--- src/core/mpr_regs.svh ---
// Constants of the mode parameter report builder: layout, fixed values, page set.
// Assumes inclusion by bare name from every design file that needs it.
`ifndef MPR_REGS_SVH
`define MPR_REGS_SVH

// ****************************************************************
// Report layout
// ****************************************************************
`define MPR_HDR_BYTES     8'd4
`define MPR_BD_BYTES      8'd8
`define MPR_PG_HDR_BYTES  8'd2
`define MPR_HDR_LAST      8'd3
`define MPR_BD_LAST       8'd7

// ****************************************************************
// Header and block descriptor values
// ****************************************************************
`define MPR_MEDIUM_TYPE   8'h00
`define MPR_DEV_PARAM     8'h00
`define MPR_BD_LEN        8'h08
`define MPR_DENSITY       8'h00
`define MPR_BLOCK_COUNT   24'h000000
`define MPR_BD_RSVD       8'h00
`define MPR_BLOCK_LEN     24'h000200

// ****************************************************************
// Page set: {saveable, page code, page length}, report order
// ****************************************************************
`define MPR_NUM_PAGES     13
`define MPR_PAGE_ALL      6'h3F
`define MPR_PG_01         {1'b1, 6'h01, 8'h0A}
`define MPR_PG_02         {1'b1, 6'h02, 8'h0E}
`define MPR_PG_03         {1'b1, 6'h03, 8'h16}
`define MPR_PG_04         {1'b0, 6'h04, 8'h16}
`define MPR_PG_07         {1'b1, 6'h07, 8'h0A}
`define MPR_PG_08         {1'b1, 6'h08, 8'h12}
`define MPR_PG_0A         {1'b1, 6'h0A, 8'h06}
`define MPR_PG_0C         {1'b1, 6'h0C, 8'h16}
`define MPR_PG_32         {1'b1, 6'h32, 8'h06}
`define MPR_PG_37         {1'b1, 6'h37, 8'h0E}
`define MPR_PG_38         {1'b1, 6'h38, 8'h0E}
`define MPR_PG_39         {1'b1, 6'h39, 8'h0E}
`define MPR_PG_00         {1'b1, 6'h00, 8'h02}

`endif

--- src/core/mpr_pkg.sv ---
// Types of the mode parameter report builder.
// Assumes nothing of its surroundings.
package mpr_pkg;

  // ****************************************************************
  // Types
  // ****************************************************************
  typedef enum logic [1:0] {
    VSET_CURRENT    = 2'b00,
    VSET_CHANGEABLE = 2'b01,
    VSET_DEFAULT    = 2'b10,
    VSET_SAVED      = 2'b11
  } mpr_vset_type;

  typedef enum logic [2:0] {
    ST_IDLE = 3'b000,
    ST_HDR  = 3'b001,
    ST_BLK  = 3'b010,
    ST_PAGE = 3'b011,
    ST_END  = 3'b100
  } mpr_state_type;

  typedef struct packed {
    logic [1:0] page_control_select;
    logic [5:0] page_code;
    logic [7:0] alloc_len;
  } mpr_cmd_type;

  typedef struct packed {
    logic       parameters_saveable_flag;
    logic [5:0] page_code;
    logic [7:0] page_len;
  } mpr_page_type;

  typedef struct packed {
    mpr_vset_type value_set;
    logic [5:0]   page_code;
    logic [7:0]   index;
  } mpr_prm_req_type;

endpackage

--- src/core/mpr_byte_slot.sv ---
// Output holding stage of the data-in byte stream with valid and ready.
// Assumes i_load only while o_free is high.
module mpr_byte_slot #(
  parameter int WIDTH = 8
) (
  input  wire logic             i_ref_clk,
  input  wire logic             i_rst,
  input  wire logic             i_load,
  input  wire logic [WIDTH-1:0] i_byte,
  input  wire logic             i_ready,
  output logic                  o_valid,
  output logic [WIDTH-1:0]      o_byte,
  output logic                  o_free
);

  logic             vld_r;
  logic [WIDTH-1:0] byte_r;

  assign o_free  = !vld_r || i_ready;
  assign o_valid = vld_r;
  assign o_byte  = byte_r;

  always_ff @(posedge i_ref_clk) begin
    if (i_rst) begin
      vld_r <= 1'b0;
    end else if (i_load) begin
      vld_r <= 1'b1;
    end else if (i_ready) begin
      vld_r <= 1'b0;
    end
  end

  always_ff @(posedge i_ref_clk) begin
    if (i_rst) begin
      byte_r <= '0;
    end else if (i_load) begin
      byte_r <= i_byte;
    end
  end
endmodule

--- src/core/mpr_page_rom.sv ---
// Table of supported pages: lookup by index, search by code, report length with header, block descriptor and all pages.
// Assumes combinational use by the report builder on the same clock.
`include "mpr_regs.svh"

module mpr_page_rom import mpr_pkg::*; (
  input  wire logic [3:0] i_idx,
  input  wire logic [5:0] i_code,
  output mpr_page_type    o_entry,
  output logic            o_hit,
  output logic [3:0]      o_hit_idx,
  output logic [7:0]      o_all_bytes
);

  localparam int NUM_PAGES = `MPR_NUM_PAGES;
  localparam mpr_page_type ROM [NUM_PAGES] = '{
    `MPR_PG_01, `MPR_PG_02, `MPR_PG_03, `MPR_PG_04, `MPR_PG_07, `MPR_PG_08, `MPR_PG_0A,
    `MPR_PG_0C, `MPR_PG_32, `MPR_PG_37, `MPR_PG_38, `MPR_PG_39, `MPR_PG_00};

  // ****************************************************************
  // Lookup and search
  // ****************************************************************
  always_comb begin
    o_entry     = (int'(i_idx) < NUM_PAGES) ? ROM[i_idx] : '0;
    o_hit       = 1'b0;
    o_hit_idx   = 4'h0;
    o_all_bytes = `MPR_HDR_BYTES + `MPR_BD_BYTES;
    // The trailing page is only reported inside the all-pages set
    for (int i = 0; i < NUM_PAGES - 1; i++) begin
      if (ROM[i].page_code == i_code) begin
        o_hit     = 1'b1;
        o_hit_idx = 4'(i);
      end
    end
    for (int i = 0; i < NUM_PAGES; i++) begin
      o_all_bytes = o_all_bytes + `MPR_PG_HDR_BYTES + ROM[i].page_len;
    end
  end

endmodule

--- src/core/mpr_report_builder.sv ---
// Mode parameter report builder: streams header, block descriptor and pages.
// Assumes command bytes, page parameter bytes and save events on the same clock.
//
// Function
// RULE1 - Page control selects current, changeable, default values
// RULE2 - Saved set falls back to defaults until saved
// RULE3 - Page length byte gives supported parameter count
// RULE4 - Initiator reuses reported page length when selecting
// RULE5 - Six-bit page code; twelve supported page codes
// RULE6 - All-pages code sends ascending, page zero last
// RULE7 - Stop at smaller of allocation and report length
// RULE8 - Four-byte header, block descriptor, then pages
// RULE9 - First byte is length excluding itself
// RULE10 - Medium type zero, write enabled, byte two zero
// RULE11 - Header byte three is eight
// RULE12 - Block descriptor layout, fields most significant first
// RULE13 - Block count reported as zero
// RULE14 - Block length reported as 512 bytes
// RULE15 - Page header: saveable, zero, code, length
// RULE16 - Saveable flag set only for storable pages
// RULE17 - Bytes strictly in order, most significant first
`include "mpr_regs.svh"

module mpr_report_builder import mpr_pkg::*; (
  input  wire logic        i_ref_clk,
  input  wire logic        i_rst,
  input  wire logic        i_cmd_valid,
  input  wire mpr_cmd_type i_cmd,
  input  wire logic        i_save_commit,
  output logic             o_busy,
  output logic             o_cmd_error,
  output logic             o_done,
  output logic             o_din_valid,
  output logic [7:0]       o_din_byte,
  input  wire logic        i_din_ready,
  output mpr_prm_req_type  o_prm_req,
  input  wire logic [7:0]  i_prm_byte
);

  localparam logic [3:0] LAST_IDX = 4'(`MPR_NUM_PAGES - 1);

  mpr_state_type state_r;
  mpr_vset_type  vset_r;
  mpr_vset_type  vset_nxt;
  logic          all_r;
  logic          saved_r;
  logic          done_r;
  logic          err_r;
  logic [3:0]    idx_r;
  logic [3:0]    tbl_idx;
  logic [7:0]    fld_r;
  logic [7:0]    pos_r;
  logic [7:0]    limit_r;
  logic [7:0]    total_r;
  logic [7:0]    total_nxt;
  logic [7:0]    byte_nxt;
  logic [31:0]   hdr_w;
  logic [63:0]   bd_w;
  mpr_page_type  ent_w;
  logic          hit_w;
  logic [3:0]    hit_idx_w;
  logic [7:0]    all_bytes_w;
  logic          req_all_w;
  logic          accept_w;
  logic          slot_free_w;
  logic          adv_w;
  logic          load_w;
  logic          finish_w;
  logic          page_end_w;

  // ****************************************************************
  // Page table
  // ****************************************************************
  assign tbl_idx = (state_r == ST_IDLE) ? hit_idx_w : idx_r;
  mpr_page_rom u_rom (
    .i_idx       (tbl_idx),
    .i_code      (i_cmd.page_code),
    .o_entry     (ent_w),
    .o_hit       (hit_w),
    .o_hit_idx   (hit_idx_w),
    .o_all_bytes (all_bytes_w)
  );

  // ****************************************************************
  // Command decode
  // ****************************************************************
  assign accept_w  = i_cmd_valid && (state_r == ST_IDLE);
  assign req_all_w = (i_cmd.page_code == `MPR_PAGE_ALL); // [RULE6]

  always_comb begin
    vset_nxt = mpr_vset_type'(i_cmd.page_control_select); // [RULE1]
    if (vset_nxt == VSET_SAVED && !saved_r) begin
      vset_nxt = VSET_DEFAULT; // [RULE2]
    end
    total_nxt = req_all_w ? all_bytes_w
              : `MPR_HDR_BYTES + `MPR_BD_BYTES + `MPR_PG_HDR_BYTES + ent_w.page_len;
  end

  // Saved set exists once a select with save pages has completed
  always_ff @(posedge i_ref_clk) begin
    if (i_rst) begin
      saved_r <= 1'b0;
    end else if (i_save_commit) begin
      saved_r <= 1'b1; // [RULE2]
    end
  end

  always_ff @(posedge i_ref_clk) begin
    if (i_rst) begin
      vset_r  <= VSET_CURRENT;
      all_r   <= 1'b0;
      total_r <= 8'h00;
      limit_r <= 8'h00;
    end else if (accept_w) begin
      vset_r  <= vset_nxt;
      all_r   <= req_all_w;
      total_r <= total_nxt;
      // Any allocation length is legal; zero sends nothing
      limit_r <= (i_cmd.alloc_len < total_nxt) ? i_cmd.alloc_len : total_nxt; // [RULE7]
    end
  end

  // ****************************************************************
  // Byte generation
  // ****************************************************************
  assign hdr_w = {total_r - 8'h01, `MPR_MEDIUM_TYPE, // [RULE9] [RULE10]
                  `MPR_DEV_PARAM, `MPR_BD_LEN}; // [RULE10] [RULE11]
  assign bd_w  = {`MPR_DENSITY, `MPR_BLOCK_COUNT, // [RULE12] [RULE13]
                  `MPR_BD_RSVD, `MPR_BLOCK_LEN}; // [RULE12] [RULE14]

  always_comb begin
    byte_nxt = 8'h00;
    case (state_r)
      ST_HDR: begin
        byte_nxt = hdr_w[8'd31 - {fld_r[4:0], 3'b000} -: 8]; // [RULE17]
      end
      ST_BLK: begin
        byte_nxt = bd_w[8'd63 - {fld_r[4:0], 3'b000} -: 8]; // [RULE17]
      end
      ST_PAGE: begin
        if (fld_r == 8'h00) begin
          byte_nxt = {ent_w.parameters_saveable_flag, 1'b0, ent_w.page_code}; // [RULE15] [RULE16]
        end else if (fld_r == 8'h01) begin
          byte_nxt = ent_w.page_len; // [RULE3]
        end else begin
          byte_nxt = i_prm_byte;
        end
      end
      default: begin
        byte_nxt = 8'h00;
      end
    endcase
  end
  assign o_prm_req.value_set = vset_r;
  assign o_prm_req.page_code = ent_w.page_code;
  assign o_prm_req.index     = fld_r - `MPR_PG_HDR_BYTES;

  // ****************************************************************
  // Sequencing
  // ****************************************************************
  assign adv_w      = (state_r != ST_IDLE) && slot_free_w;
  assign load_w     = adv_w && (state_r != ST_END) && (pos_r < limit_r);
  assign finish_w   = adv_w && (pos_r >= limit_r);
  assign page_end_w = (fld_r == ent_w.page_len + 8'h01);

  mpr_byte_slot #(
    .WIDTH (8)
  ) u_slot (
    .i_ref_clk (i_ref_clk),
    .i_rst     (i_rst),
    .i_load    (load_w),
    .i_byte    (byte_nxt),
    .i_ready   (i_din_ready),
    .o_valid   (o_din_valid),
    .o_byte    (o_din_byte),
    .o_free    (slot_free_w)
  );

  always_ff @(posedge i_ref_clk) begin
    if (i_rst) begin
      state_r <= ST_IDLE;
      idx_r   <= 4'h0;
      fld_r   <= 8'h00;
    end else begin
      case (state_r)
        ST_IDLE: begin
          if (accept_w && (req_all_w || hit_w)) begin // [RULE5]
            state_r <= ST_HDR;
            idx_r   <= req_all_w ? 4'h0 : hit_idx_w;
            fld_r   <= 8'h00;
          end
        end
        ST_HDR: begin
          if (finish_w) begin
            state_r <= ST_IDLE;
          end else if (load_w) begin
            fld_r   <= (fld_r == `MPR_HDR_LAST) ? 8'h00 : fld_r + 8'h01;
            state_r <= (fld_r == `MPR_HDR_LAST) ? ST_BLK : ST_HDR; // [RULE8]
          end
        end
        ST_BLK: begin
          if (finish_w) begin
            state_r <= ST_IDLE;
          end else if (load_w) begin
            fld_r   <= (fld_r == `MPR_BD_LAST) ? 8'h00 : fld_r + 8'h01;
            state_r <= (fld_r == `MPR_BD_LAST) ? ST_PAGE : ST_BLK; // [RULE8]
          end
        end
        ST_PAGE: begin
          if (finish_w) begin
            state_r <= ST_IDLE;
          end else if (load_w && page_end_w) begin
            fld_r <= 8'h00;
            if (all_r && idx_r != LAST_IDX) begin
              idx_r <= idx_r + 4'h1; // [RULE6]
            end else begin
              state_r <= ST_END;
            end
          end else if (load_w) begin
            fld_r <= fld_r + 8'h01;
          end
        end
        ST_END: begin
          if (finish_w) begin
            state_r <= ST_IDLE;
          end
        end
        default: begin
          state_r <= ST_IDLE;
        end
      endcase
    end
  end

  // Counts bytes handed to the output stage
  always_ff @(posedge i_ref_clk) begin
    if (i_rst) begin
      pos_r <= 8'h00;
    end else if (accept_w) begin
      pos_r <= 8'h00;
    end else if (load_w) begin
      pos_r <= pos_r + 8'h01; // [RULE7]
    end
  end

  always_ff @(posedge i_ref_clk) begin
    if (i_rst) begin
      done_r <= 1'b0;
      err_r  <= 1'b0;
    end else begin
      done_r <= finish_w;
      err_r  <= accept_w && !req_all_w && !hit_w; // [RULE5]
    end
  end

  assign o_busy      = (state_r != ST_IDLE);
  assign o_done      = done_r;
  assign o_cmd_error = err_r;
endmodule

--- config.mk ---
export PLATFORM = sky130hd
export DESIGN_NAME = mpr_report_builder
export DESIGN_NICKNAME = d
export VERILOG_FILES = /design/src/core/mpr_pkg.sv /design/src/core/mpr_byte_slot.sv /design/src/core/mpr_page_rom.sv /design/src/core/mpr_report_builder.sv
export VERILOG_INCLUDE_DIRS = /design/src /design/src/core
export SDC_FILE = /design/constraint.sdc
export NUM_CORES = 1
export LEC_CHECK = 0
export BUFFER_PORTS_ARGS = -buffer_cell sky130_fd_sc_hd__buf_2
export CAP_MARGIN = 20
export CELL_PAD_IN_SITES_DETAIL_PLACEMENT = 0
export CELL_PAD_IN_SITES_GLOBAL_PLACEMENT = 1
export CORE_MARGIN = 2
export CORE_UTILIZATION = 46
export DETAILED_ROUTE_END_ITERATION = 16
export PLACE_DENSITY_LB_ADDON = 0.12
export SLEW_MARGIN = 20
export SYNTH_ARGS = -nofsm -noshare
export SYNTH_HDL_FRONTEND = slang
export SYNTH_SLANG_ARGS = --single-unit
--- constraint.sdc ---
create_clock -name i_ref_clk -period 8.15 [get_ports i_ref_clk]
set_clock_uncertainty 0.05 [all_clocks]
set_input_delay 2.0375 -clock i_ref_clk [delete_from_list [all_inputs] [get_ports i_ref_clk]]
set_output_delay 2.0375 -clock i_ref_clk [all_outputs]
set_load 0.05 [all_outputs]
# --- Word level (Yosys, flattened, before mapping) ---
# Memory sizes are Yosys's and may differ from the RTL's.
# Index checks and enable logic that the tools add are counted.
word_totals:
  out_inout_bits: 28
  ram_bits: 0
  in_bits: 29
  latchBits: 0
  mem_bits_ro: 240
  ff_bits: 54
  memories: 1
memory_table:
  columns: ["memory", "words", "width", "read_ports", "rd_ports_with_merged_regs", "write_ports", "line_no", "text"]
  rows:
  - ["(no name shown)", 16, 15, 1, 0, 0, "mpr_page_rom.sv:23", "o_entry = (int'(i_idx) < NUM_PAGES) ? ROM[i_idx] : '0;"]
op_classes:
  magnitude_cmp: 5
  shifts: 2
  eq_ne: 38
  div_mod_pow: 0
  n_bitwise: 1
  multipliers: 0
  n_reduce_logical: 27
  addsub: 9
  n_mux: 64
op_table:
  columns: ["cell", "count"]
  rows:
  - ["2-to-1 mux 8 bit", 14]
  - ["indexed part select 71 x 9 -> 8 bit (first input constant)", 1]
  - ["2-to-1 mux 15 bit", 3]
  - ["2-to-1 mux 4 bit", 10]
  - ["2-to-1 mux 3 bit", 13]
  - ["indexed part select 39 x 9 -> 8 bit", 1]
  - ["one-hot mux 8 bit (4 select lines)", 1]
  - ["adder 8 x 1 -> 8 bit (second input constant)", 3]
  - ["equality test 6 bit (first input constant)", 4]
  - ["one-hot mux 8 bit (3 select lines)", 1]
  - ["equality test 4 x 6 -> 1 bit (first input constant)", 3]
  - ["!= test 3 bit (second input constant)", 6]
  - ["< comparator 8 bit", 2]
  - ["2-to-1 mux 1 bit", 16]
  - ["!= test 2 bit (second input constant)", 8]
  - ["one-hot mux 3 bit (5 select lines)", 1]
  - ["equality test 2 x 6 -> 1 bit (first input constant)", 2]
  - ["equality test 3 x 6 -> 1 bit (first input constant)", 2]
  - ["logical AND 1 bit", 11]
  - ["adder 4 x 8 -> 8 bit (first input constant)", 1]
  - ["equality test 8 x 1 -> 1 bit (second input constant)", 1]
  - ["equality test 8 x 2 -> 1 bit (second input constant)", 1]
  - ["equality test 8 x 3 -> 1 bit (second input constant)", 1]
  - ["equality test 8 bit", 1]
  - ["other kinds (30)", 39]

# --- Depth between registers and ports, before layout ---
# Gate-level depths: netlist (run 1).
depth:
  depth_word: 24
  ltp_mapped: 17
  ltp_nobuf: 16

# --- Hierarchy ---
# Synthesis (run 1) repeated with hierarchy kept, for this count alone.
hier_totals:
  cells_unflattened: 577
  area_unflattened_um2: 4496.8
by_module_without_submodules:
  columns: ["mod", "area_each_um2", "instances", "cells_per_inst"]
  rows:
  - ["mpr_report_builder", 3641.0, 1, 465]
  - ["mpr_page_rom", 534.3, 1, 82]
  - ["mpr_byte_slot", 321.6, 1, 30]

# --- Worst setup path before layout (run 1) ---
# No wires, ideal clock.
synth_path:
  path_type: "input to output"
  from: "input i_cmd[9] (netlist name)"
  to: "output o_prm_req[8] (netlist name)"
  arrival_time_ns: 4.287
  required_time_ns: 6.062
  path_slack_ns: 1.776
  path_stages: 7
  path_cell_list: "buf_2 and3b_1 o211a_1 o31ai_1 ha_1 a21oi_1 o22ai_1"
synth_lines:
  columns: ["element", "line_no", "text"]
  rows:
  - ["from (decl)", "mpr_report_builder.sv:28", "input wire mpr_cmd_type i_cmd,"]
  - ["to (decl)", "mpr_report_builder.sv:36", "output mpr_prm_req_type o_prm_req,"]

==> run metrics, run 1 <==
Tcrit/Tclk final 78.33%; CP cell instances buf_2 > and3b_1 > o211a_1 > o31ai_1 > ha_1 > a21oi_1 > o22ai_1 > buf_2; required time worst endpoint 6060 ps; Tot GR Track Use 23.01%; Post-CTS Resized 0; Clk network pwr share 14.0%; switching pwr 0.0005637 W; CTS tree yes; Final ANT Viol Nets 0; Post-Syn Area 0.004023 sq mm; row cnt 34; Yosys reg bits 51; largest net degree at the start of global routing 35; Pleak 1.914 nW; Critical Path Slowest Stage Cell o31ai_1; Final setup viols 0; n_diodes 0; via count 3960; Overflow after GRT 0; placed wire-length estimate 8.609 mm; synth unique cells 75; Power Total 0.001124 W; CTS Buf Count 5; Clock Tree Buf Depth 2; switching share of power 50.14%; first-pass GRT wire length 18.11 mm; DRT Pass-1 Iters 5; Pins Over Slew Limit 0; clock root cell clkbuf_8; CP Capture Type primary output; Top Family by Delay on Critical Path compound AO/OA/AOI/OAI gates; worst-path fanout max 13; fraction of registers with async set/reset 0%; Seq. cell area 0.001021 sq mm; Max VDD drop 0.0002104 V; Max-Cap Viols 0; wire per inst 16.25 um; die height 97.52 um; Filler cells 904; most common cell in the synthesized netlist nand2_1; synth cell count leaders nand2_1 (60), dfxtp_1 (51), nor2_1 (50), ha_1 (34), a21oi_1 (33); worst path bufs/invs 2; Post-synth EDFFs 0; share of cells above drive strength 1 13.98%; clock slew at reported path FFs 90 ps; DRC Markers 0; top_reg_cell synth dfxtp_1; sequential fraction of the synthesis area 25.38%; initial DRC count 242; die width 97.52 um; Critical Path Source Type primary input; Max Clk Rate 156.6 MHz; # IOs 57; CTS sink count 51; TNS Setup 0 ps; critical path arrival 4300 ps; final WL 10.93 mm; vias in the first global route 3676; Yosys top cell by area dfxtp_1; vias per cell 5.884; min Tclk post-route 6384 ps; top cells by area, synth dfxtp_1 (25%), ha_1 (11%), nand2_1 (5.6%); final hold vios 0; Core ar. 0.008593 sq mm; relative slew slack 38.96%; area of the multi-input gates 0.002748 sq mm; total setup buffers inserted after CTS 0; PortBufs 56; Hold Path Class reg2reg; Combinational Power Share 57.3%; slowest stage delay, CP 660 ps; Area Overhead vs Synth 9.891%; H-tree levels 2; Synth Area per Inst 7.633 sq um; Ys Warns 0; clock latency on the worst-skew pair 310 ps; status finished, final reports clean; Post-Synthesis Cells 527; initial antenna violation count 0; Tightest Pin Transition 909.4 ps; Finished Cell Area 0.004420 sq mm; most frequent CP cell buf_2; worst setup path class in2out; top-area cell type share of the netlist area 25.38%; Final #Nets 627; Syn Nets 590; Cell Area, Placed 0.004322 sq mm; Seq pwr share 28.6%; total die area 0.009509 sq mm; Power per Cell Area 254.3 mW/mm^2; CTS Hold Bufs 0; gp weighted congestion 0.8931; Cell Int Power 0.0005605 W; initial core utilization 46.81%; RSZ-0062 raised after global routing false
placed cells by master, fill, tap and decap left out, types with 10 or more instances in the layout:
cell | synthesis | layout
nand3_1 | 10 | 10
a21oi_1 | 33 | 33
nor2_1 | 50 | 50
ha_1 | 34 | 34
nand2_1 | 60 | 60
dfxtp_1 | 51 | 51
xnor2_1 | 11 | 11
o21ai_0 | 18 | 18
buf_2 | 6 | 56
and3_1 | 12 | 12
inv_1 | 32 | 32
nor3_1 | 23 | 23
registers in the layout (all words and copies together), names as in the netlist:
signal          flops
u_slot.o_valid      1
state_r             3
total_r             6
saved_r             1
fld_r               8
idx_r               4
o_done              1
u_slot.o_byte       8
limit_r             8
pos_r               8
o_cmd_error         1
vset_r              2
tightest hold or removal path, stage by stage (launching register included):
cell     delay, ps
dfxtp_1        320
nand2_1         50
a21oi_1         50
cells by family (layout without fill, tap and decap cells):
group                    count (synthesis)  count (layout)  synth area share, %
AO/OA/AOI/OAI                          137             137                24.29
flip-flops                              51              51                25.38
XOR/XNOR                                19              19                4.137
buffers and inverters                   61              99                6.314
AND/OR/NAND/NOR                        215             215                26.72
adder cells (fa/ha/maj)                 34              34                10.58
multiplexers                            10              10                2.582
cell type report:
class                           instances  share of cell area [%]
Inverter                               34                   2.944
Multi-Input combinational cell        415                   62.16
Clock buffer                            6                   1.868
Clock inverter                          2                  0.3680
Timing Repair Buffer                   57                   6.510
Sequential cell                        51                   23.10
Tap cell                              108                   3.057
final timing paths:
check,from,slack [ps],depth (start not counted),to
max,i_cmd[11],1770,8,o_prm_req[8]
min,vset_r[0],400,2,vset_r[0]
max reg2reg,state_r[2],3500,14,limit_r[7]
min reg2reg,vset_r[0],400,2,vset_r[0]
layer usage:
| metal | global-route usage [%] | share of wire (%) |
|---|---|---|
| met5 | 0 | 0 |
| met4 | 5.876 | 1.8 |
| met3 | 2.734 | 5.0 |
| met2 | 38.14 | 46 |
| met1 | 31.80 | 47 |
metrics by stage:
| step | hold WS (ps) | cells | utilization, % | worst slack, ps |
|---|---|---|---|---|
| 4_1_cts | 407.2 | 673 | 51.44 | 1785 |
| 3_5_place_dp | 394.9 | 665 | 50.29 | 1797 |
| 5_1_grt | 438.3 | 673 | 51.44 | 1598 |
| 6_report | 404.4 | 673 | 51.44 | 1766 |
| 2_1_floorplan | 379.4 | 527 | - | 1776 |
| 3_3_place_gp | 384.9 | 665 | 50.29 | 1911 |
power by group through the flow:
stage	clock network, W	registers [W]	logic (W)
after detailed placement	0	0.000329	0.000642
final	0.000158	0.000322	0.000644
after global placement	0	0.000327	0.000635
after floorplan	0	0.000373	0.000452
after CTS	0.000162	0.000323	0.000645
after global routing	0.000171	0.000328	0.000715
No activity file was read; power rests on OpenSTA's default activity.
==> inputs of run 2 (changes only) <==
--- a/config.mk
+++ b/config.mk
@@ -11,7 +11,7 @@
 export CELL_PAD_IN_SITES_DETAIL_PLACEMENT = 0
 export CELL_PAD_IN_SITES_GLOBAL_PLACEMENT = 1
 export CORE_MARGIN = 2
-export CORE_UTILIZATION = 46
+export CORE_UTILIZATION = 39
 export DETAILED_ROUTE_END_ITERATION = 16
 export PLACE_DENSITY_LB_ADDON = 0.12
 export SLEW_MARGIN = 20
==> constraint.sdc (replaced) <==
create_clock -name i_ref_clk -period 5.4 [get_ports i_ref_clk]
set_clock_uncertainty 0.05 [all_clocks]
set_input_delay 1.35 -clock i_ref_clk [delete_from_list [all_inputs] [get_ports i_ref_clk]]
set_output_delay 1.35 -clock i_ref_clk [all_outputs]
set_load 0.05 [all_outputs]
==> run metrics, run 2 (synthesized netlist as in run 1, its figures left out) <==
Power per Cell Area 392.8 mW/mm^2 (+54%); worst-path fanout max 14 (+1); r2r startpoint state_r[2]; R2R depth 16 (+2); final WL 11.86 mm (+8.4%); clock root cell clkbuf_8; vias in the first global route 3713 (+1.0%); Finished Cell Area 0.004498 sq mm (+1.8%); Max Clk Rate 202.0 MHz; initial DRC count 172 (-29%); clock latency on the worst-skew pair 310 ps (about the same); Setup crit start i_cmd[8]; Finished Layout Cells 704 (+4.6%); Post-Route Utilization 44.16% (-7.3 points); CTS Hold Bufs 0 (unchanged); Pins Over Slew Limit 0 (unchanged); required time worst endpoint 4000 ps (-2060 ps); # IOs 57 (unchanged); DRC Markers 0 (unchanged); Final #Nets 631 (+0.64%); initial core utilization 39.50% (-7.3 points); Clock Tree Buf Depth 2 (unchanged); Worst Setup EP o_prm_req[8]; first-pass GRT wire length 18.95 mm (+4.6%); HP Start limit_r[2]; relative slew slack 34.27% (-4.7 points); share of cells above drive strength 1 14.61% (+0.63 points); largest net degree at the start of global routing 35 (unchanged); TNS Setup 0 ps (unchanged); CTS Buf Count 5 (unchanged); H-tree levels 2 (unchanged); r2r endpoint limit_r[4]; Final setup viols 0 (unchanged); CTS tree yes; PortBufs 56 (unchanged); min Tclk post-route 4950 ps; gp weighted congestion 0.9048 (+1.3%); die width 105.6 um (+8.3%); CTS sink count 51 (unchanged); Overflow after GRT 0 (unchanged); worst setup path class in2out; RSZ-0062 raised after global routing false; total die area 0.01114 sq mm (+17%); Pleak 1.937 nW (+1.2%); CP Capture Type primary output; Critical Path Source Type primary input; n_diodes 0 (unchanged); Max VDD drop 0.0002152 V (+2.3%); Tcrit/Tclk final 91.67%; Core ar. 0.01018 sq mm (+19%); vias per cell 5.636 (-4.2%); most frequent cells in the layout nand2_1 (60), buf_2 (56), dfxtp_1 (51); DRT Pass-1 Iters 5 (unchanged); critical path arrival 3550 ps (-750 ps); Hold Path Class reg2reg; FF-to-FF setup slack 1310 ps (-2190 ps); most common cell after layout, fill and taps aside nand2_1; Tot GR Track Use 21.44% (-1.6 points); clock slew at reported path FFs 90 ps (about the same); via count 3968 (+0.20%); Max-Cap Viols 0 (unchanged); row cnt 37 (+8.8%); status finished, final reports clean; placed wire-length estimate 9.284 mm (+7.8%); Final ANT Viol Nets 0 (unchanged); Area Overhead vs Synth 11.82%; placed cells 697 (+4.8%); initial antenna violation count 0 (unchanged); die height 105.6 um (+8.3%); Tightest Pin Transition 979.3 ps (+69.88 ps); final hold vios 0 (unchanged); Cell Area, Placed 0.004387 sq mm (+1.5%); wire per inst 16.84 um (+3.7%)
-- run 2: layer usage --
metal / vias up / share of wire (%) / track usage [%]
met5: - / 0 / 0
met4: 0 / 1.9 / 5.921
met3: 18 / 4.4 / 4.082
met2: 101 / 48 / 35.39
met1: 1859 / 46 / 28.59
li1: 1990 / - / -
-- run 2: critical path, stage by stage --
cell	delay, ps
buf_2	220
nor4bb_1	420
o31ai_1	170
a31o_2	340
inv_1	160
ha_1	190
a21oi_1	60
o22ai_1	300
buf_2	340
-- run 2: final cells by class --
cell class	count	area, sq um
timing repair buffer	61	317.8
clock buffer	5	68.82
tap	136	170.2
sequential	51	1021
fill	1072	5687
inverter	34	130.1
clock inverter	2	37.54
multi-input combinational	415	2753
-- run 2: worst min path at each step --
stage	endpoint	slack, ps	depth (start not counted)
2_1_floorplan	saved_r	380	2
3_3_place_gp	vset_r[0]	390	2
3_5_place_dp	vset_r[1]	400	2
4_1_cts	vset_r[1]	410	2
5_1_grt	vset_r[1]	430	2
6_report	limit_r[2]	410	2
-- run 2: power by group --
part | switching [W] | internal, W | total (W)
combinational | 0.000691 | 0.000323 | 0.00101
clock | 0.000132 | 0.000136 | 0.000268
sequential | 0.0000515 | 0.000434 | 0.000485
-- run 2: metrics by stage --
| step | total power [W] | setup WS [ps] | hold WS (ps) |
|---|---|---|---|
| 2_1_floorplan | 0.001245 | 400.6 | 379.4 |
| 3_3_place_gp | 0.001491 | 363.6 | 385.2 |
| 3_5_place_dp | 0.001503 | 112.1 | 397.7 |
| 4_1_cts | 0.001781 | 303.8 | 411.5 |
| 5_1_grt | 0.001893 | 199.2 | 426.1 |
| 6_report | 0.001767 | 450.0 | 409.2 |
-- run 2: repair_timing --
action                     in CTS  in global routing
setup endpoints to repair       0                  1
resized for setup               0                  1
buffers inserted                0                  0
